<file path="src/biphase_map.svh">
`ifndef BIPHASE_MAP_SVH
`define BIPHASE_MAP_SVH
// ==========================================
// Clock and line rates
`define CLOCK_HZ 64'h5F5E100
`define COAX_RATE_HZ 64'h23FDAC
`define TWINAX_RATE_HZ 64'hF4240
`define GENERAL_RATE_HZ 64'h23FDAC
`define TICKS_PER_BIT 64'h8
`define ACC_SHIFT 64'h20
// ==========================================
// Bit-time phases
`define MIDBIT_PHASE 3'h3
`define LAST_PHASE 3'h7
// ==========================================
// Start and end sequences
`define QUIESCE_LAST 8'h04
`define VIOL_LAST 8'h02
`define VIOL_PATTERN 6'h38
`define END_HOLD_LAST 8'h02
`define TWIN_FILL_MAX 8'hF0
// ==========================================
// Frame lengths in bits
`define LEN_COAX 5'h0C
`define LEN_ADDR 5'h08
`define LEN_TWIN 5'h10
`define LEN_GEN 5'h0A
// ==========================================
// Receiver run-length limits in ticks
`define RX_LONG_RUN 5'h0A
`define RX_LONG_MAX 5'h14
`define RX_WINDOW 5'h06
`define RX_TIMEOUT 5'h0C
`define RX_RUN_MAX 5'h1F
// ==========================================
// Buffering
`define TX_FIFO_DEPTH 32
`endif

</file>
<file path="src/biphase_pkg.sv">
package biphase_pkg;
  // ==========================================
  // Protocol select field codes
  typedef enum logic [2:0] {
    PROTO_COAX = 3'h0,
    PROTO_MUX_RX = 3'h1,
    PROTO_MUX_TX = 3'h2,
    PROTO_MUX_BOTH = 3'h3,
    PROTO_TWIN = 3'h4,
    PROTO_TWIN_ALL = 3'h5,
    PROTO_GEN = 3'h6,
    PROTO_GEN_ALL = 3'h7
  } protocol_type;
  // ==========================================
  // Sequencer states
  typedef enum logic [2:0] {
    TX_IDLE = 3'h0,
    TX_QUIESCE = 3'h1,
    TX_VIOL = 3'h2,
    TX_FRAME = 3'h3,
    TX_FILL = 3'h4,
    TX_END = 3'h5
  } tx_state_type;
  typedef enum logic {
    RX_HUNT = 1'h0,
    RX_BITS = 1'h1
  } rx_state_type;
  // ==========================================
  // Word carriers
  typedef struct packed {
    logic [7:0] data;
    logic [2:0] aux;
    logic last;
  } tx_word_type;
  typedef struct packed {
    logic [7:0] data;
    logic [2:0] aux;
    logic address_frame;
    logic parity_error;
  } rx_word_type;
  // ==========================================
  // Protocol decoding helpers
  function automatic logic is_twinax(input protocol_type p);
    return p[2:1] == 2'h2;
  endfunction : is_twinax
  function automatic logic is_general(input protocol_type p);
    return p[2:1] == 2'h3;
  endfunction : is_general
  function automatic logic tx_address_first(input protocol_type p);
    return p == PROTO_MUX_TX || p == PROTO_MUX_BOTH;
  endfunction : tx_address_first
  function automatic logic rx_address_first(input protocol_type p);
    return p == PROTO_MUX_RX || p == PROTO_MUX_BOTH;
  endfunction : rx_address_first
  function automatic logic [7:0] reverse8(input logic [7:0] v);
    return {v[0], v[1], v[2], v[3], v[4], v[5], v[6], v[7]};
  endfunction : reverse8
  function automatic logic [2:0] reverse3(input logic [2:0] v);
    return {v[0], v[1], v[2]};
  endfunction : reverse3
endpackage : biphase_pkg

</file>
<file path="src/biphase_line_framer.sv">
`timescale 1ns/1ns
`include "biphase_map.svh"

// ==========================================
// Word FIFO
module word_fifo #(
  parameter int WIDTH = 12,
  parameter int DEPTH = 32
) (
  // Clock and control
  input wire logic clock,
  input wire logic sys_rst,
  input wire logic ce,
  // Fill side
  input wire logic [WIDTH-1:0] in_data,
  input wire logic in_valid,
  output logic in_ready,
  // Drain side
  output logic [WIDTH-1:0] out_data,
  output logic out_valid,
  input wire logic out_ready
);
  localparam int AW = $clog2(DEPTH);
  logic [WIDTH-1:0] mem [DEPTH];
  logic [AW:0] wr_ptr;
  logic [AW:0] rd_ptr;

  // Full when indices match and wrap bits differ
  assign out_valid = wr_ptr != rd_ptr;
  assign in_ready = (wr_ptr[AW-1:0] != rd_ptr[AW-1:0]) || (wr_ptr[AW] == rd_ptr[AW]);
  assign out_data = mem[rd_ptr[AW-1:0]];

  // Pointers
  always_ff @(posedge clock) begin
    if (sys_rst) begin
      wr_ptr <= '0;
      rd_ptr <= '0;
    end else if (ce) begin
      if (in_valid && in_ready) wr_ptr <= wr_ptr + 1'b1;
      if (out_valid && out_ready) rd_ptr <= rd_ptr + 1'b1;
    end
  end

  // Storage
  always_ff @(posedge clock) begin
    if (ce && in_valid && in_ready) mem[wr_ptr[AW-1:0]] <= in_data;
  end
endmodule : word_fifo

// ==========================================
// Line framer top
module biphase_line_framer #(
  parameter int FIFO_DEPTH = `TX_FIFO_DEPTH
) (
  // Clock and control
  input wire logic clock,
  input wire logic sys_rst,
  input wire logic ce,
  // Configuration
  input wire biphase_pkg::protocol_type protocol_select_field,
  input wire logic repeater_enable,
  input wire logic loopback,
  input wire logic rx_use_pin,
  input wire logic [2:0] mux_route,
  // Transmit words
  input wire biphase_pkg::tx_word_type tx_word,
  input wire logic tx_valid,
  output logic tx_ready,
  // Received words
  output biphase_pkg::rx_word_type rx_word,
  output logic rx_valid,
  // Line side
  input wire logic comparator_in,
  input wire logic serial_in,
  output logic tx_line,
  output logic tx_drive_enable,
  // Status and interrupts
  output logic tx_active,
  output logic rx_active,
  output logic irq_tx_empty,
  output logic irq_rx_data,
  output logic irq_rx_error
);
  import biphase_pkg::*;

  localparam logic [63:0] COAX_INC = ((`COAX_RATE_HZ * `TICKS_PER_BIT) << `ACC_SHIFT) / `CLOCK_HZ;
  localparam logic [63:0] TWIN_INC = ((`TWINAX_RATE_HZ * `TICKS_PER_BIT) << `ACC_SHIFT) / `CLOCK_HZ;
  localparam logic [63:0] GEN_INC = ((`GENERAL_RATE_HZ * `TICKS_PER_BIT) << `ACC_SHIFT) / `CLOCK_HZ;

  protocol_type proto;
  logic twin;
  logic [31:0] tick_acc;
  logic [31:0] tick_inc;
  logic [32:0] acc_sum;
  logic bit_tick;
  tx_word_type fifo_word;
  logic [$bits(tx_word_type)-1:0] fifo_raw;
  logic fifo_valid;
  logic fifo_pop;
  tx_state_type tx_st;
  tx_state_type next_st;
  logic [7:0] tx_cnt;
  logic [7:0] next_cnt;
  logic [2:0] tx_phase;
  logic [15:0] tx_frame;
  logic [15:0] frame_src;
  logic [4:0] tx_left;
  logic [4:0] frame_len;
  logic tx_cur_last;
  logic tx_addr_done;
  logic tx_second;
  logic tx_bit;
  logic next_bit;
  logic emit_viol;
  logic emit_hold;
  logic take_frame;
  logic use_addr;
  logic adv;
  logic next_first;
  logic next_second;
  logic [5:0] viol_sel;
  logic [8:0] gen_body;
  logic [10:0] coax_body;
  logic [11:0] twin_body;
  rx_state_type rx_st;
  logic rx_src;
  logic rx_lvl;
  logic rx_prev;
  logic rx_edge;
  logic rx_enabled;
  logic [4:0] rx_run;
  logic [4:0] rx_cnt;
  logic [4:0] rx_len;
  logic [15:0] rx_sreg;
  logic rx_first;
  logic rx_done;
  logic rx_fault;
  rx_word_type dec_word;

  // One selection drives both directions
  assign proto = protocol_select_field;
  assign twin = is_twinax(proto);

  // ==========================================
  // Bit tick generator
  always_comb begin
    if (twin) tick_inc = TWIN_INC[31:0];
    else if (is_general(proto)) tick_inc = GEN_INC[31:0];
    else tick_inc = COAX_INC[31:0];
    acc_sum = {1'b0, tick_acc} + {1'b0, tick_inc};
  end
  assign bit_tick = ce && acc_sum[32];

  // Fractional accumulator
  always_ff @(posedge clock) begin
    if (sys_rst) tick_acc <= 32'h0;
    else if (ce) tick_acc <= acc_sum[31:0];
  end

  // ==========================================
  // Transmit buffer
  word_fifo #(.WIDTH($bits(tx_word_type)), .DEPTH(FIFO_DEPTH)) tx_fifo (
    .clock(clock),
    .sys_rst(sys_rst),
    .ce(ce),
    .in_data(tx_word),
    .in_valid(tx_valid),
    .in_ready(tx_ready),
    .out_data(fifo_raw),
    .out_valid(fifo_valid),
    .out_ready(fifo_pop)
  );
  assign fifo_word = tx_word_type'(fifo_raw);

  // ==========================================
  // Frame builder
  always_comb begin
    use_addr = tx_address_first(proto) && !tx_addr_done;
    gen_body = {1'b1, reverse8(fifo_word.data)};
    coax_body = {1'b1, fifo_word.data, fifo_word.aux[1:0]};
    twin_body = {1'b1, reverse8(fifo_word.data), reverse3(fifo_word.aux)};
    if (use_addr) begin
      frame_src = {1'b1, mux_route, 3'h0, ^{1'b1, mux_route}, 8'h00};
      frame_len = `LEN_ADDR;
    end else if (twin) begin
      frame_src = {twin_body, ^twin_body, 3'h0};
      frame_len = `LEN_TWIN;
    end else if (is_general(proto)) begin
      frame_src = {gen_body, ^gen_body, 6'h00};
      frame_len = `LEN_GEN;
    end else begin
      frame_src = {coax_body, ^coax_body, 4'h0};
      frame_len = `LEN_COAX;
    end
  end

  // ==========================================
  // Next bit at each boundary
  always_comb begin
    next_st = tx_st;
    next_cnt = tx_cnt;
    next_bit = 1'b0;
    emit_viol = 1'b0;
    emit_hold = 1'b0;
    take_frame = 1'b0;
    unique case (tx_st)
      TX_IDLE: begin
        next_st = TX_QUIESCE;
        next_cnt = 8'h00;
        next_bit = 1'b1;
      end
      TX_QUIESCE: begin
        next_bit = 1'b1;
        next_cnt = tx_cnt + 8'h01;
        if (tx_cnt == `QUIESCE_LAST) begin
          next_st = TX_VIOL;
          next_cnt = 8'h00;
          emit_viol = 1'b1;
        end
      end
      TX_VIOL: begin
        if (tx_cnt == `VIOL_LAST) begin
          take_frame = 1'b1;
        end else begin
          next_cnt = tx_cnt + 8'h01;
          emit_viol = 1'b1;
        end
      end
      TX_FRAME: begin
        if (tx_left != 5'h01) begin
          next_bit = tx_frame[14];
        end else if (tx_cur_last) begin
          if (twin) next_st = TX_IDLE;
          else next_st = TX_END;
          next_cnt = 8'h00;
        end else if (fifo_valid) begin
          take_frame = 1'b1;
        end else begin
          next_st = twin ? TX_FILL : TX_END;
          next_cnt = 8'h00;
        end
      end
      TX_FILL: begin
        if (fifo_valid) begin
          take_frame = 1'b1;
        end else if (tx_cnt == `TWIN_FILL_MAX - 8'h01) begin
          next_st = TX_IDLE;
        end else begin
          next_cnt = tx_cnt + 8'h01;
        end
      end
      TX_END: begin
        if (tx_cnt == `END_HOLD_LAST) begin
          next_st = TX_IDLE;
        end else begin
          next_cnt = tx_cnt + 8'h01;
          emit_hold = 1'b1;
        end
      end
    endcase
    if (take_frame) begin
      next_st = TX_FRAME;
      next_bit = 1'b1;
    end
    viol_sel = `VIOL_PATTERN << {next_cnt[1:0], 1'b0};
    if (emit_viol) begin
      next_first = viol_sel[5];
      next_second = viol_sel[4];
    end else if (emit_hold) begin
      next_first = 1'b1;
      next_second = 1'b1;
    end else begin
      next_first = !next_bit;
      next_second = next_bit;
    end
  end

  assign adv = bit_tick && ((tx_st == TX_IDLE) ? fifo_valid : (tx_phase == `LAST_PHASE));
  assign fifo_pop = adv && take_frame && !use_addr;
  assign tx_active = tx_st != TX_IDLE;
  assign tx_drive_enable = tx_active && !loopback;

  // Sequencer state
  always_ff @(posedge clock) begin
    if (sys_rst) begin
      tx_st <= TX_IDLE;
      tx_cnt <= 8'h00;
      tx_bit <= 1'b0;
      tx_addr_done <= 1'b0;
    end else if (ce && adv) begin
      tx_st <= next_st;
      tx_cnt <= next_cnt;
      tx_bit <= next_bit;
      if (take_frame && use_addr) tx_addr_done <= 1'b1;
      if (next_st == TX_IDLE) tx_addr_done <= 1'b0;
    end
  end

  // Tick phase within the bit-time
  always_ff @(posedge clock) begin
    if (sys_rst) tx_phase <= 3'h0;
    else if (adv && tx_st == TX_IDLE) tx_phase <= 3'h0;
    else if (bit_tick && tx_st != TX_IDLE) tx_phase <= tx_phase + 3'h1;
  end

  // Line level, mid-bit change four ticks in
  always_ff @(posedge clock) begin
    if (sys_rst) begin
      tx_line <= 1'b0;
      tx_second <= 1'b0;
    end else if (adv && next_st != TX_IDLE) begin
      tx_line <= next_first ^ twin;
      tx_second <= next_second ^ twin;
    end else if (bit_tick && tx_active && tx_phase == `MIDBIT_PHASE) begin
      tx_line <= tx_second;
    end
  end

  // Frame shift register
  always_ff @(posedge clock) begin
    if (sys_rst) begin
      tx_frame <= 16'h0000;
      tx_left <= 5'h00;
      tx_cur_last <= 1'b0;
    end else if (ce && adv) begin
      if (take_frame) begin
        tx_frame <= frame_src;
        tx_left <= frame_len;
        tx_cur_last <= !use_addr && fifo_word.last;
      end else if (tx_st == TX_FRAME) begin
        tx_frame <= {tx_frame[14:0], 1'b0};
        tx_left <= tx_left - 5'h01;
      end
    end
  end

  // ==========================================
  // Receiver
  assign rx_src = loopback ? tx_line : (rx_use_pin ? serial_in : comparator_in);
  assign rx_lvl = rx_src ^ twin;
  assign rx_edge = rx_lvl != rx_prev;
  assign rx_enabled = repeater_enable || !tx_active;
  assign rx_active = rx_st == RX_BITS;
  assign rx_len = rx_first ? `LEN_ADDR : (twin ? `LEN_TWIN :
                  (is_general(proto) ? `LEN_GEN : `LEN_COAX));

  // Run-length bit recovery
  always_ff @(posedge clock) begin
    if (sys_rst) begin
      rx_st <= RX_HUNT;
      rx_prev <= 1'b0;
      rx_run <= 5'h00;
      rx_cnt <= 5'h00;
      rx_sreg <= 16'h0000;
      rx_first <= 1'b0;
      rx_done <= 1'b0;
      rx_fault <= 1'b0;
    end else if (ce) begin
      rx_done <= 1'b0;
      rx_fault <= 1'b0;
      if (!rx_enabled) begin
        rx_st <= RX_HUNT;
        rx_cnt <= 5'h00;
        rx_fault <= rx_st == RX_BITS;
      end else if (bit_tick) begin
        rx_prev <= rx_lvl;
        rx_run <= (rx_run == `RX_RUN_MAX) ? rx_run : rx_run + 5'h01;
        unique case (rx_st)
          RX_HUNT: begin
            if (rx_edge) begin
              rx_run <= 5'h00;
              // Idle longer than RX_LONG_MAX ticks is not a start
              if (rx_run >= `RX_LONG_RUN && rx_run <= `RX_LONG_MAX && rx_lvl) begin
                rx_st <= RX_BITS;
                rx_sreg <= 16'h0001;
                rx_cnt <= 5'h01;
                rx_first <= rx_address_first(proto);
              end
            end
          end
          RX_BITS: begin
            if (rx_edge && rx_run >= `RX_WINDOW) begin
              rx_run <= 5'h00;
              if (rx_cnt != 5'h00) begin
                rx_sreg <= {rx_sreg[14:0], rx_lvl};
                rx_cnt <= rx_cnt + 5'h01;
                if (rx_cnt + 5'h01 == rx_len) begin
                  rx_cnt <= 5'h00;
                  rx_done <= 1'b1;
                end
              end else if (rx_lvl) begin
                rx_sreg <= 16'h0001;
                rx_cnt <= 5'h01;
              end else if (!twin) begin
                rx_st <= RX_HUNT;
              end
            end else if (rx_run == `RX_TIMEOUT) begin
              rx_st <= RX_HUNT;
              rx_fault <= rx_cnt != 5'h00;
            end
          end
        endcase
      end
      if (rx_done) rx_first <= 1'b0;
    end
  end

  // Frame decode and parity check
  always_comb begin
    dec_word = '0;
    if (rx_first) begin
      dec_word.data = {2'h0, rx_sreg[6:1]};
      dec_word.aux = rx_sreg[6:4];
      dec_word.address_frame = 1'b1;
      dec_word.parity_error = ^rx_sreg[7:0];
    end else if (twin) begin
      dec_word.data = reverse8(rx_sreg[14:7]);
      dec_word.aux = reverse3(rx_sreg[6:4]);
      dec_word.parity_error = (^rx_sreg[15:3]) || (|rx_sreg[2:0]);
    end else if (is_general(proto)) begin
      dec_word.data = reverse8(rx_sreg[8:1]);
      dec_word.parity_error = ^rx_sreg[9:0];
    end else begin
      dec_word.data = rx_sreg[10:3];
      dec_word.aux = {1'b0, rx_sreg[2:1]};
      dec_word.parity_error = ^rx_sreg[11:0];
    end
  end

  // Word output and error pulse
  always_ff @(posedge clock) begin
    if (sys_rst) begin
      rx_word <= '0;
      rx_valid <= 1'b0;
      irq_rx_error <= 1'b0;
    end else if (ce) begin
      rx_valid <= rx_done;
      irq_rx_error <= rx_fault || (rx_done && dec_word.parity_error);
      if (rx_done) rx_word <= dec_word;
    end
  end

  // Interrupt sources
  assign irq_tx_empty = !fifo_valid && !tx_active;
  assign irq_rx_data = rx_valid;

  // ==========================================
  // Checks
  a_midbit_toggle: assert property (@(posedge clock) disable iff (sys_rst)
    (tx_st == TX_FRAME && bit_tick && tx_phase == `MIDBIT_PHASE) |=> tx_line != $past(tx_line))
    else $error("no mid-bit transition");
  a_one_rises: assert property (@(posedge clock) disable iff (sys_rst)
    (tx_st == TX_FRAME && bit_tick && tx_phase == `MIDBIT_PHASE && !twin)
    |=> tx_line == $past(tx_bit))
    else $error("wrong mid-bit polarity");
  a_twin_inverted: assert property (@(posedge clock) disable iff (sys_rst)
    (tx_st == TX_FRAME && bit_tick && tx_phase == `MIDBIT_PHASE && twin)
    |=> tx_line != $past(tx_bit))
    else $error("twinax polarity not inverted");
  a_quiesce_five: assert property (@(posedge clock) disable iff (sys_rst)
    $rose(tx_st == TX_VIOL) |-> $past(tx_st) == TX_QUIESCE && $past(tx_cnt) == `QUIESCE_LAST)
    else $error("quiesce count wrong");
  a_sync_first: assert property (@(posedge clock) disable iff (sys_rst)
    (adv && take_frame) |=> tx_bit && tx_st == TX_FRAME && tx_frame[15])
    else $error("frame without sync");
  a_fill_bound: assert property (@(posedge clock) disable iff (sys_rst)
    (tx_st == TX_FILL) |-> tx_cnt < `TWIN_FILL_MAX && twin)
    else $error("fill run too long");
  a_end_quiet: assert property (@(posedge clock) disable iff (sys_rst)
    (tx_st == TX_END && tx_cnt != 8'h00 && bit_tick) |=> $stable(tx_line))
    else $error("transition in end hold");
  a_twin_no_end: assert property (@(posedge clock) disable iff (sys_rst)
    ($fell(tx_active) && twin) |-> $past(tx_st) != TX_END)
    else $error("twinax sent end sequence");
  a_half_duplex: assert property (@(posedge clock) disable iff (sys_rst)
    (ce && !repeater_enable && tx_active) |=> rx_st == RX_HUNT)
    else $error("receiver ran during transmit");
endmodule : biphase_line_framer

</file>
<file path="config.mk">
export PLATFORM = sky130hd
export DESIGN_NAME = biphase_line_framer
export DESIGN_NICKNAME = d
export VERILOG_FILES = /design/src/biphase_pkg.sv /design/src/biphase_line_framer.sv
export VERILOG_INCLUDE_DIRS = /design/src /design/src/src
export SDC_FILE = /design/constraint.sdc
export NUM_CORES = 1
export LEC_CHECK = 0
export ABC_AREA = 1
export ABC_CLOCK_PERIOD_IN_PS = 5300
export BUFFER_PORTS_ARGS = -buffer_cell sky130_fd_sc_hd__buf_2
export CELL_PAD_IN_SITES_DETAIL_PLACEMENT = 0
export CELL_PAD_IN_SITES_GLOBAL_PLACEMENT = 1
export CORE_UTILIZATION = 52
export DETAILED_ROUTE_END_ITERATION = 16
export PLACE_DENSITY_LB_ADDON = 0.08
export SYNTH_ARGS = -nofsm -noshare
export SYNTH_HDL_FRONTEND = slang
export SYNTH_SLANG_ARGS = --single-unit
</file>
<file path="constraint.sdc">
create_clock -name clock -period 5.3 [get_ports clock]
set_clock_uncertainty 0.15 [all_clocks]
set_input_delay 1.06 -clock clock [delete_from_list [all_inputs] [get_ports clock]]
set_output_delay 1.06 -clock clock [all_outputs]
set_load 0.005 [all_outputs]
</file>
======== Yosys cells after proc, flatten, opt, wreduce, memory -nomap -nowiden ========
Memories as Yosys holds them, arrays and structs flattened. A register that Yosys moved wholly into a read port is not among the register bits.
Index checks and enable logic that the tools add are counted.
storage, ports and cells
  memory bits (writable) .................. 384
  output and inout bits ................... 22
  memories kept ........................... 1
  latch bits .............................. 0
  input bits .............................. 27
  memory bits (read-only) ................. 0
  register bits ........................... 128
memories
  name         words  width  rd ports  clocked after memory_dff  write ports  line                       RTL
  tx_fifo.mem  32     12     1         1                         1            biphase_line_framer.sv:24  logic [WIDTH-1:0] mem [DEPTH];
operators by class
  equal/unequal tests ..................... 38
  magnitude comparators ................... 3
  div/mod/pow operators ................... 0
  mux-type cells .......................... 112
  multiply operators ...................... 0
  $add $sub $neg .......................... 8
  reduce and logical (&&, ||, !) cells .... 70
  bitwise operators ....................... 4
  shift-type cells ........................ 1
operator list
  cell                                           count
  two-way mux 5 bit                              18
  two-way mux 16 bit                             5
  two-way mux 15 bit                             5
  two-way mux 8 bit                              8
  two-way mux 1 bit                              53
  case mux 8 bit (5 select lines)                1
  adder 32 x 32 -> 33 bit                        1
  case mux 16 bit (2 select lines)               1
  two-way mux 3 bit                              10
  two-way mux 30 bit                             1
  parity 12 bit                                  2
  logical AND 1 bit                              22
  two-way mux 11 bit                             2
  case mux 5 bit (2 select lines)                2
  AND reduction 6 bit                            3
  == test 3 x 2 -> 1 bit, second input constant  5
  case mux 3 bit (5 select lines)                1
  != test 2 bit, second input constant           7
  AND reduction 2 bit                            7
  nonzero test 2 bit                             7
  parity 13 bit                                  1
  adder 6 x 1 -> 6 bit, second input constant    2
  parity 11 bit                                  1
  adder 5 x 1 -> 5 bit, second input constant    2
  other kinds (44)                               69

======== Longest topological paths before layout ========
  word-level depth ........................ 11
  mapped depth ............................ 23

======== Hierarchy ========
A second synthesis with hierarchy kept.
unflattened totals
  cells, all modules ...................... 2685
  area, all modules ....................... 24448.4 µm²
modules (own cells, without submodules)
  module               area an instance (µm²)  times used  cells an instance
  word_fifo            16579.7                 1           1456
  biphase_line_framer  7868.8                  1           1229

======== Worst setup path after synthesis ========
No wires, ideal clock.
  path type ............................... input port to flip-flop
  from .................................... input protocol_select_field[2]
  to ...................................... register (tool-made name)
  arrival time ............................ 3597 ps
  stages .................................. 21
  path buffers ............................ 3
  path slack .............................. 1431 ps
  data required time ...................... 5028 ps
  path through ............................ buf_4 -> nand2_2 -> buf_4 -> clkbuf_1 -> xor2_1 -> ha_1 -> inv_1 -> nand2_1 -> o21ai_2 -> nor2_4 -> nand2_1 -> nand2_2 -> nand3_1 -> nand2_2 -> nand2_2 -> o21ai_4 -> nand2_4 -> nor2_4 -> nand2_2 -> nor3_1 -> nor2_1
RTL lines
  element          line                       RTL
  start, declared  biphase_line_framer.sv:60  input wire biphase_pkg::protocol_type protocol_select_field,

======== Final worst setup path ========
  from .................................... input protocol_select_field[2]
  to ...................................... register rx_cnt[4]
on the way
  longest elaborated chain between the ends .. 11
  elaborated cells between the ends (all ways) .. 25
  those cells by class .................... add/sub (1); eq/ne (9); mux (10); bitwise (1); reduce/logical (4)
RTL lines
  element                                                                           line                        RTL
  parallel branches: the longest is 11 deep, another holds adder 32 x 32 -> 33 bit  n/a
  end signal, assigned                                                              biphase_line_framer.sv:386  rx_cnt <= rx_cnt + 5'h01;
  end, declared                                                                     biphase_line_framer.sv:132  logic [4:0] rx_cnt;
Several ways; the timed one is not identified. The select of a mux whose other input is x is not followed.
A chain may end at the register's enable or synchronous reset.

==> metrics <==
status=complete, no violations; initial antenna violation count=0; Num CTS Buffers=53; Seq/Total Area, Yosys=59.3%; Fin. Hold Viols=0; pwr dens=327 nW/um^2; share of layout cells above drive strength 1=7.63%; Buffers on Ports=48; worst setup margin=about 1.4 ns; first-pass GRT wire length=approximately 96000 um; maximum vdd drop=0.305 mV; Post-CTS Resized=0; Die ar.=46700 um^2; critical-path maximum fanout=19; DRC=0; share of flip-flops with an asynchronous set or reset=0%; Crit. End Element=register; Placer Congestion=0.873; clk slew on worst S/H paths=0.06 ns; Yosys top cell area share=48.4%; # rows=slightly below 80; Vias/cell=5.61; Tot GR Track Use=26.7%; final WL=61500 um; number of synthesized flops with an enable pin=384; post-layout util=58.5%; Tmin final=3.90 ns; routed len/inst=18.9 um; Min Hold Slack=around 0.32 ns; Final Instance Area=26500 um^2; Die X=between 200 and 250 um; Max Fclk=256 MHz; post-route setup TNS=0 ns; Tcrit/Tclk final=73.7%; Pleak=10.1 nW; placed cell area=24600 um^2; antenna viol nets, final=0; Worst Path Required=5.62 ns; Initial Util=52.6%; Die Y=216 um; Setup-failing EPs final=0; via count=18300; Crit Path Category=in2reg; Worst Tran Pin Value=1.19 ns; vias in the first global route=17000; H-tree Lvls=2; top post-synthesis cells by area=edfxtp_1 48%, nand2_1 12%, dfxtp_1 11%; hpwl dp=38100 um; post-synthesis register bit count=514; root buffer cell=clkbuf_16; Mapped Area=23800 um^2; First DRT Iteration DRCs=roughly 1800; CTS Buffer Depth=3; Post-layout nets=2671; min-delay worst type=reg2reg; CP startpoint kind=input pin; # hold bufs at CTS=0; largest net degree at the start of global routing=approximately 130; gr ovfl total=0; worst skew pair latency=0.62 ns; core footprint=45300 um^2; Syn Nets=~2700; Mean Syn Cell Area=about 9 um^2; post-synth cell types=52; DP Worst Slack=0.823 ns; antenna fix cells=0; area delta synth->final=11.1%; Max Slew Vio Count=0; TritonCTS clock tree=done; Syn Inst Count=2608; CTS sink count=about 500; DR pass1 iterations=5; Rel. slew slack=20.4%; number of buffers added for setup after CTS=0; Max-Cap Viols=0; cell taking the most area after synthesis=edfxtp_1; Synth Flop Type=edfxtp_1; Synth Warn #=0; RSZ-0062 raised after global routing=no; Data arrival, critical path=4.22 ns; # IOs=49
[area by class of cell]
| type | instances | area [um^2] |
|---|---|---|
| Clock buffer | 64 | 1400 |
| Clock inverter | 32 | 432 |
| Fill cell | 3867 | 18800 |
| Inverter | 166 | 632 |
| Multi-Input combinational cell | 1799 | 8560 |
| Sequential cell | 514 | 14100 |
| Tap cell | 600 | 751 |
| Timing Repair Buffer | 84 | 561 |
[routing by layer]
| metal | routed length [um] | global-route usage (%) | vias up | part of all wire [%] |
|---|---|---|---|---|
| met2 | 27900 | 41.1 | 601 | 45 |
| li1 | - | - | 8913 | - |
| met5 | 0 | 0 | - | 0 |
| met4 | 1470 | 7.42 | 0 | 2.4 |
| met3 | 4360 | 4.10 | 99 | 7.1 |
| met1 | 27800 | 39.2 | 8683 | 45 |
[registers in the layout, summed over array words and instances (netlist names), 3 cells and up, named ones only]
| name | cells |
|---|---|
| tx_frame | 12 |
| tick_acc | 32 |
| tx_st | 3 |
| rx_word | 13 |
| rx_cnt | 5 |
| tx_fifo.wr_ptr | 6 |
| tx_left | 5 |
| tx_phase | 3 |
| rx_sreg | 16 |
| tx_fifo.mem | 384 |
| rx_run | 5 |
| tx_cnt | 8 |
| tx_fifo.rd_ptr | 6 |
[logic make-up after synthesis]
logic type	count (synthesis)	synth area share, %
buffers and inverters	295	4.82
AOI/OAI and AO/OA	306	7.39
xor gates and xnor gates	49	1.80
muxes	2	0.0840
DFF	514	59.3
and+or+nand+nor	1416	25.2
adders and majority gates	26	1.36
[cells in the final DEF, fill, tap and decap left out, drive strengths merged, types with 3 or more instances in the layout]
master,count
nor4,6
inv,165
a21oi,111
clkinv,22
a31oi,13
or2,7
o22ai,10
nand2,790
a22oi,4
ha,26
edfxtp,384
o211ai,15
buf,84
bufinv,10
o21ai,111
xor2,27
a211oi,18
nor3,27
nand3,367
nand3b,6
o221ai,12
xnor2,22
nand4,23
dfxtp,130
nor2,186
o21bai,3
clkbuf,64
[cell usage after synthesis, drive strengths merged, types with 27 or more instances]
library cell and number:
clkbuf 97, nand3 367, inv 163, a21oi 111, xor2 27, dfxtp 130
buf 32, edfxtp 384, nor3 27, nand2 790, nor2 186, o21ai 111
[stage by stage]
stage               std cells  power, mW
floorplan                2608       4.66
global placement         3163       4.80
detailed placement       3163       4.80
CTS                      3259       8.72
global route             3259       8.91
finish                   3259       8.65
[final timing paths]
| kind | slack (ns) | to | depth (start not counted) | from |
|---|---|---|---|---|
| setup / recovery | 1.40 | rx_cnt[4] | 19 | protocol_select_field[2] |
| hold reg to reg | 0.32 | rx_word[0] | 2 | rx_word[0] |
| hold / removal | 0.32 | rx_word[0] | 2 | rx_word[0] |
| setup reg to reg | 1.42 | tx_frame[4] | 19 | register |
[power by group]
group	switching, mW	internal (mW)	leakage (nW)
logic	0.260	0.0895	4.71
registers	0.0211	4.35	4.51
clock network	1.56	2.37	0.900
[critical path, cell delays in order]
cell     delay [ns]
buf_2          0.34
nand2_2        0.30
ha_1           0.39
inv_1          0.08
nor2_1         0.12
nand2_1        0.10
nor2_1         0.10
inv_1          0.06
nor2_1         0.14
nand3_1        0.11
nand2_2        0.12
nand2_2        0.07
o21ai_4        0.24
buf_4          0.27
nor2_1         0.08
nor2_2         0.19
nand2_1        0.18
o21ai_0        0.20
nor2_1         0.05
Power figures use the tool's default switching activity.
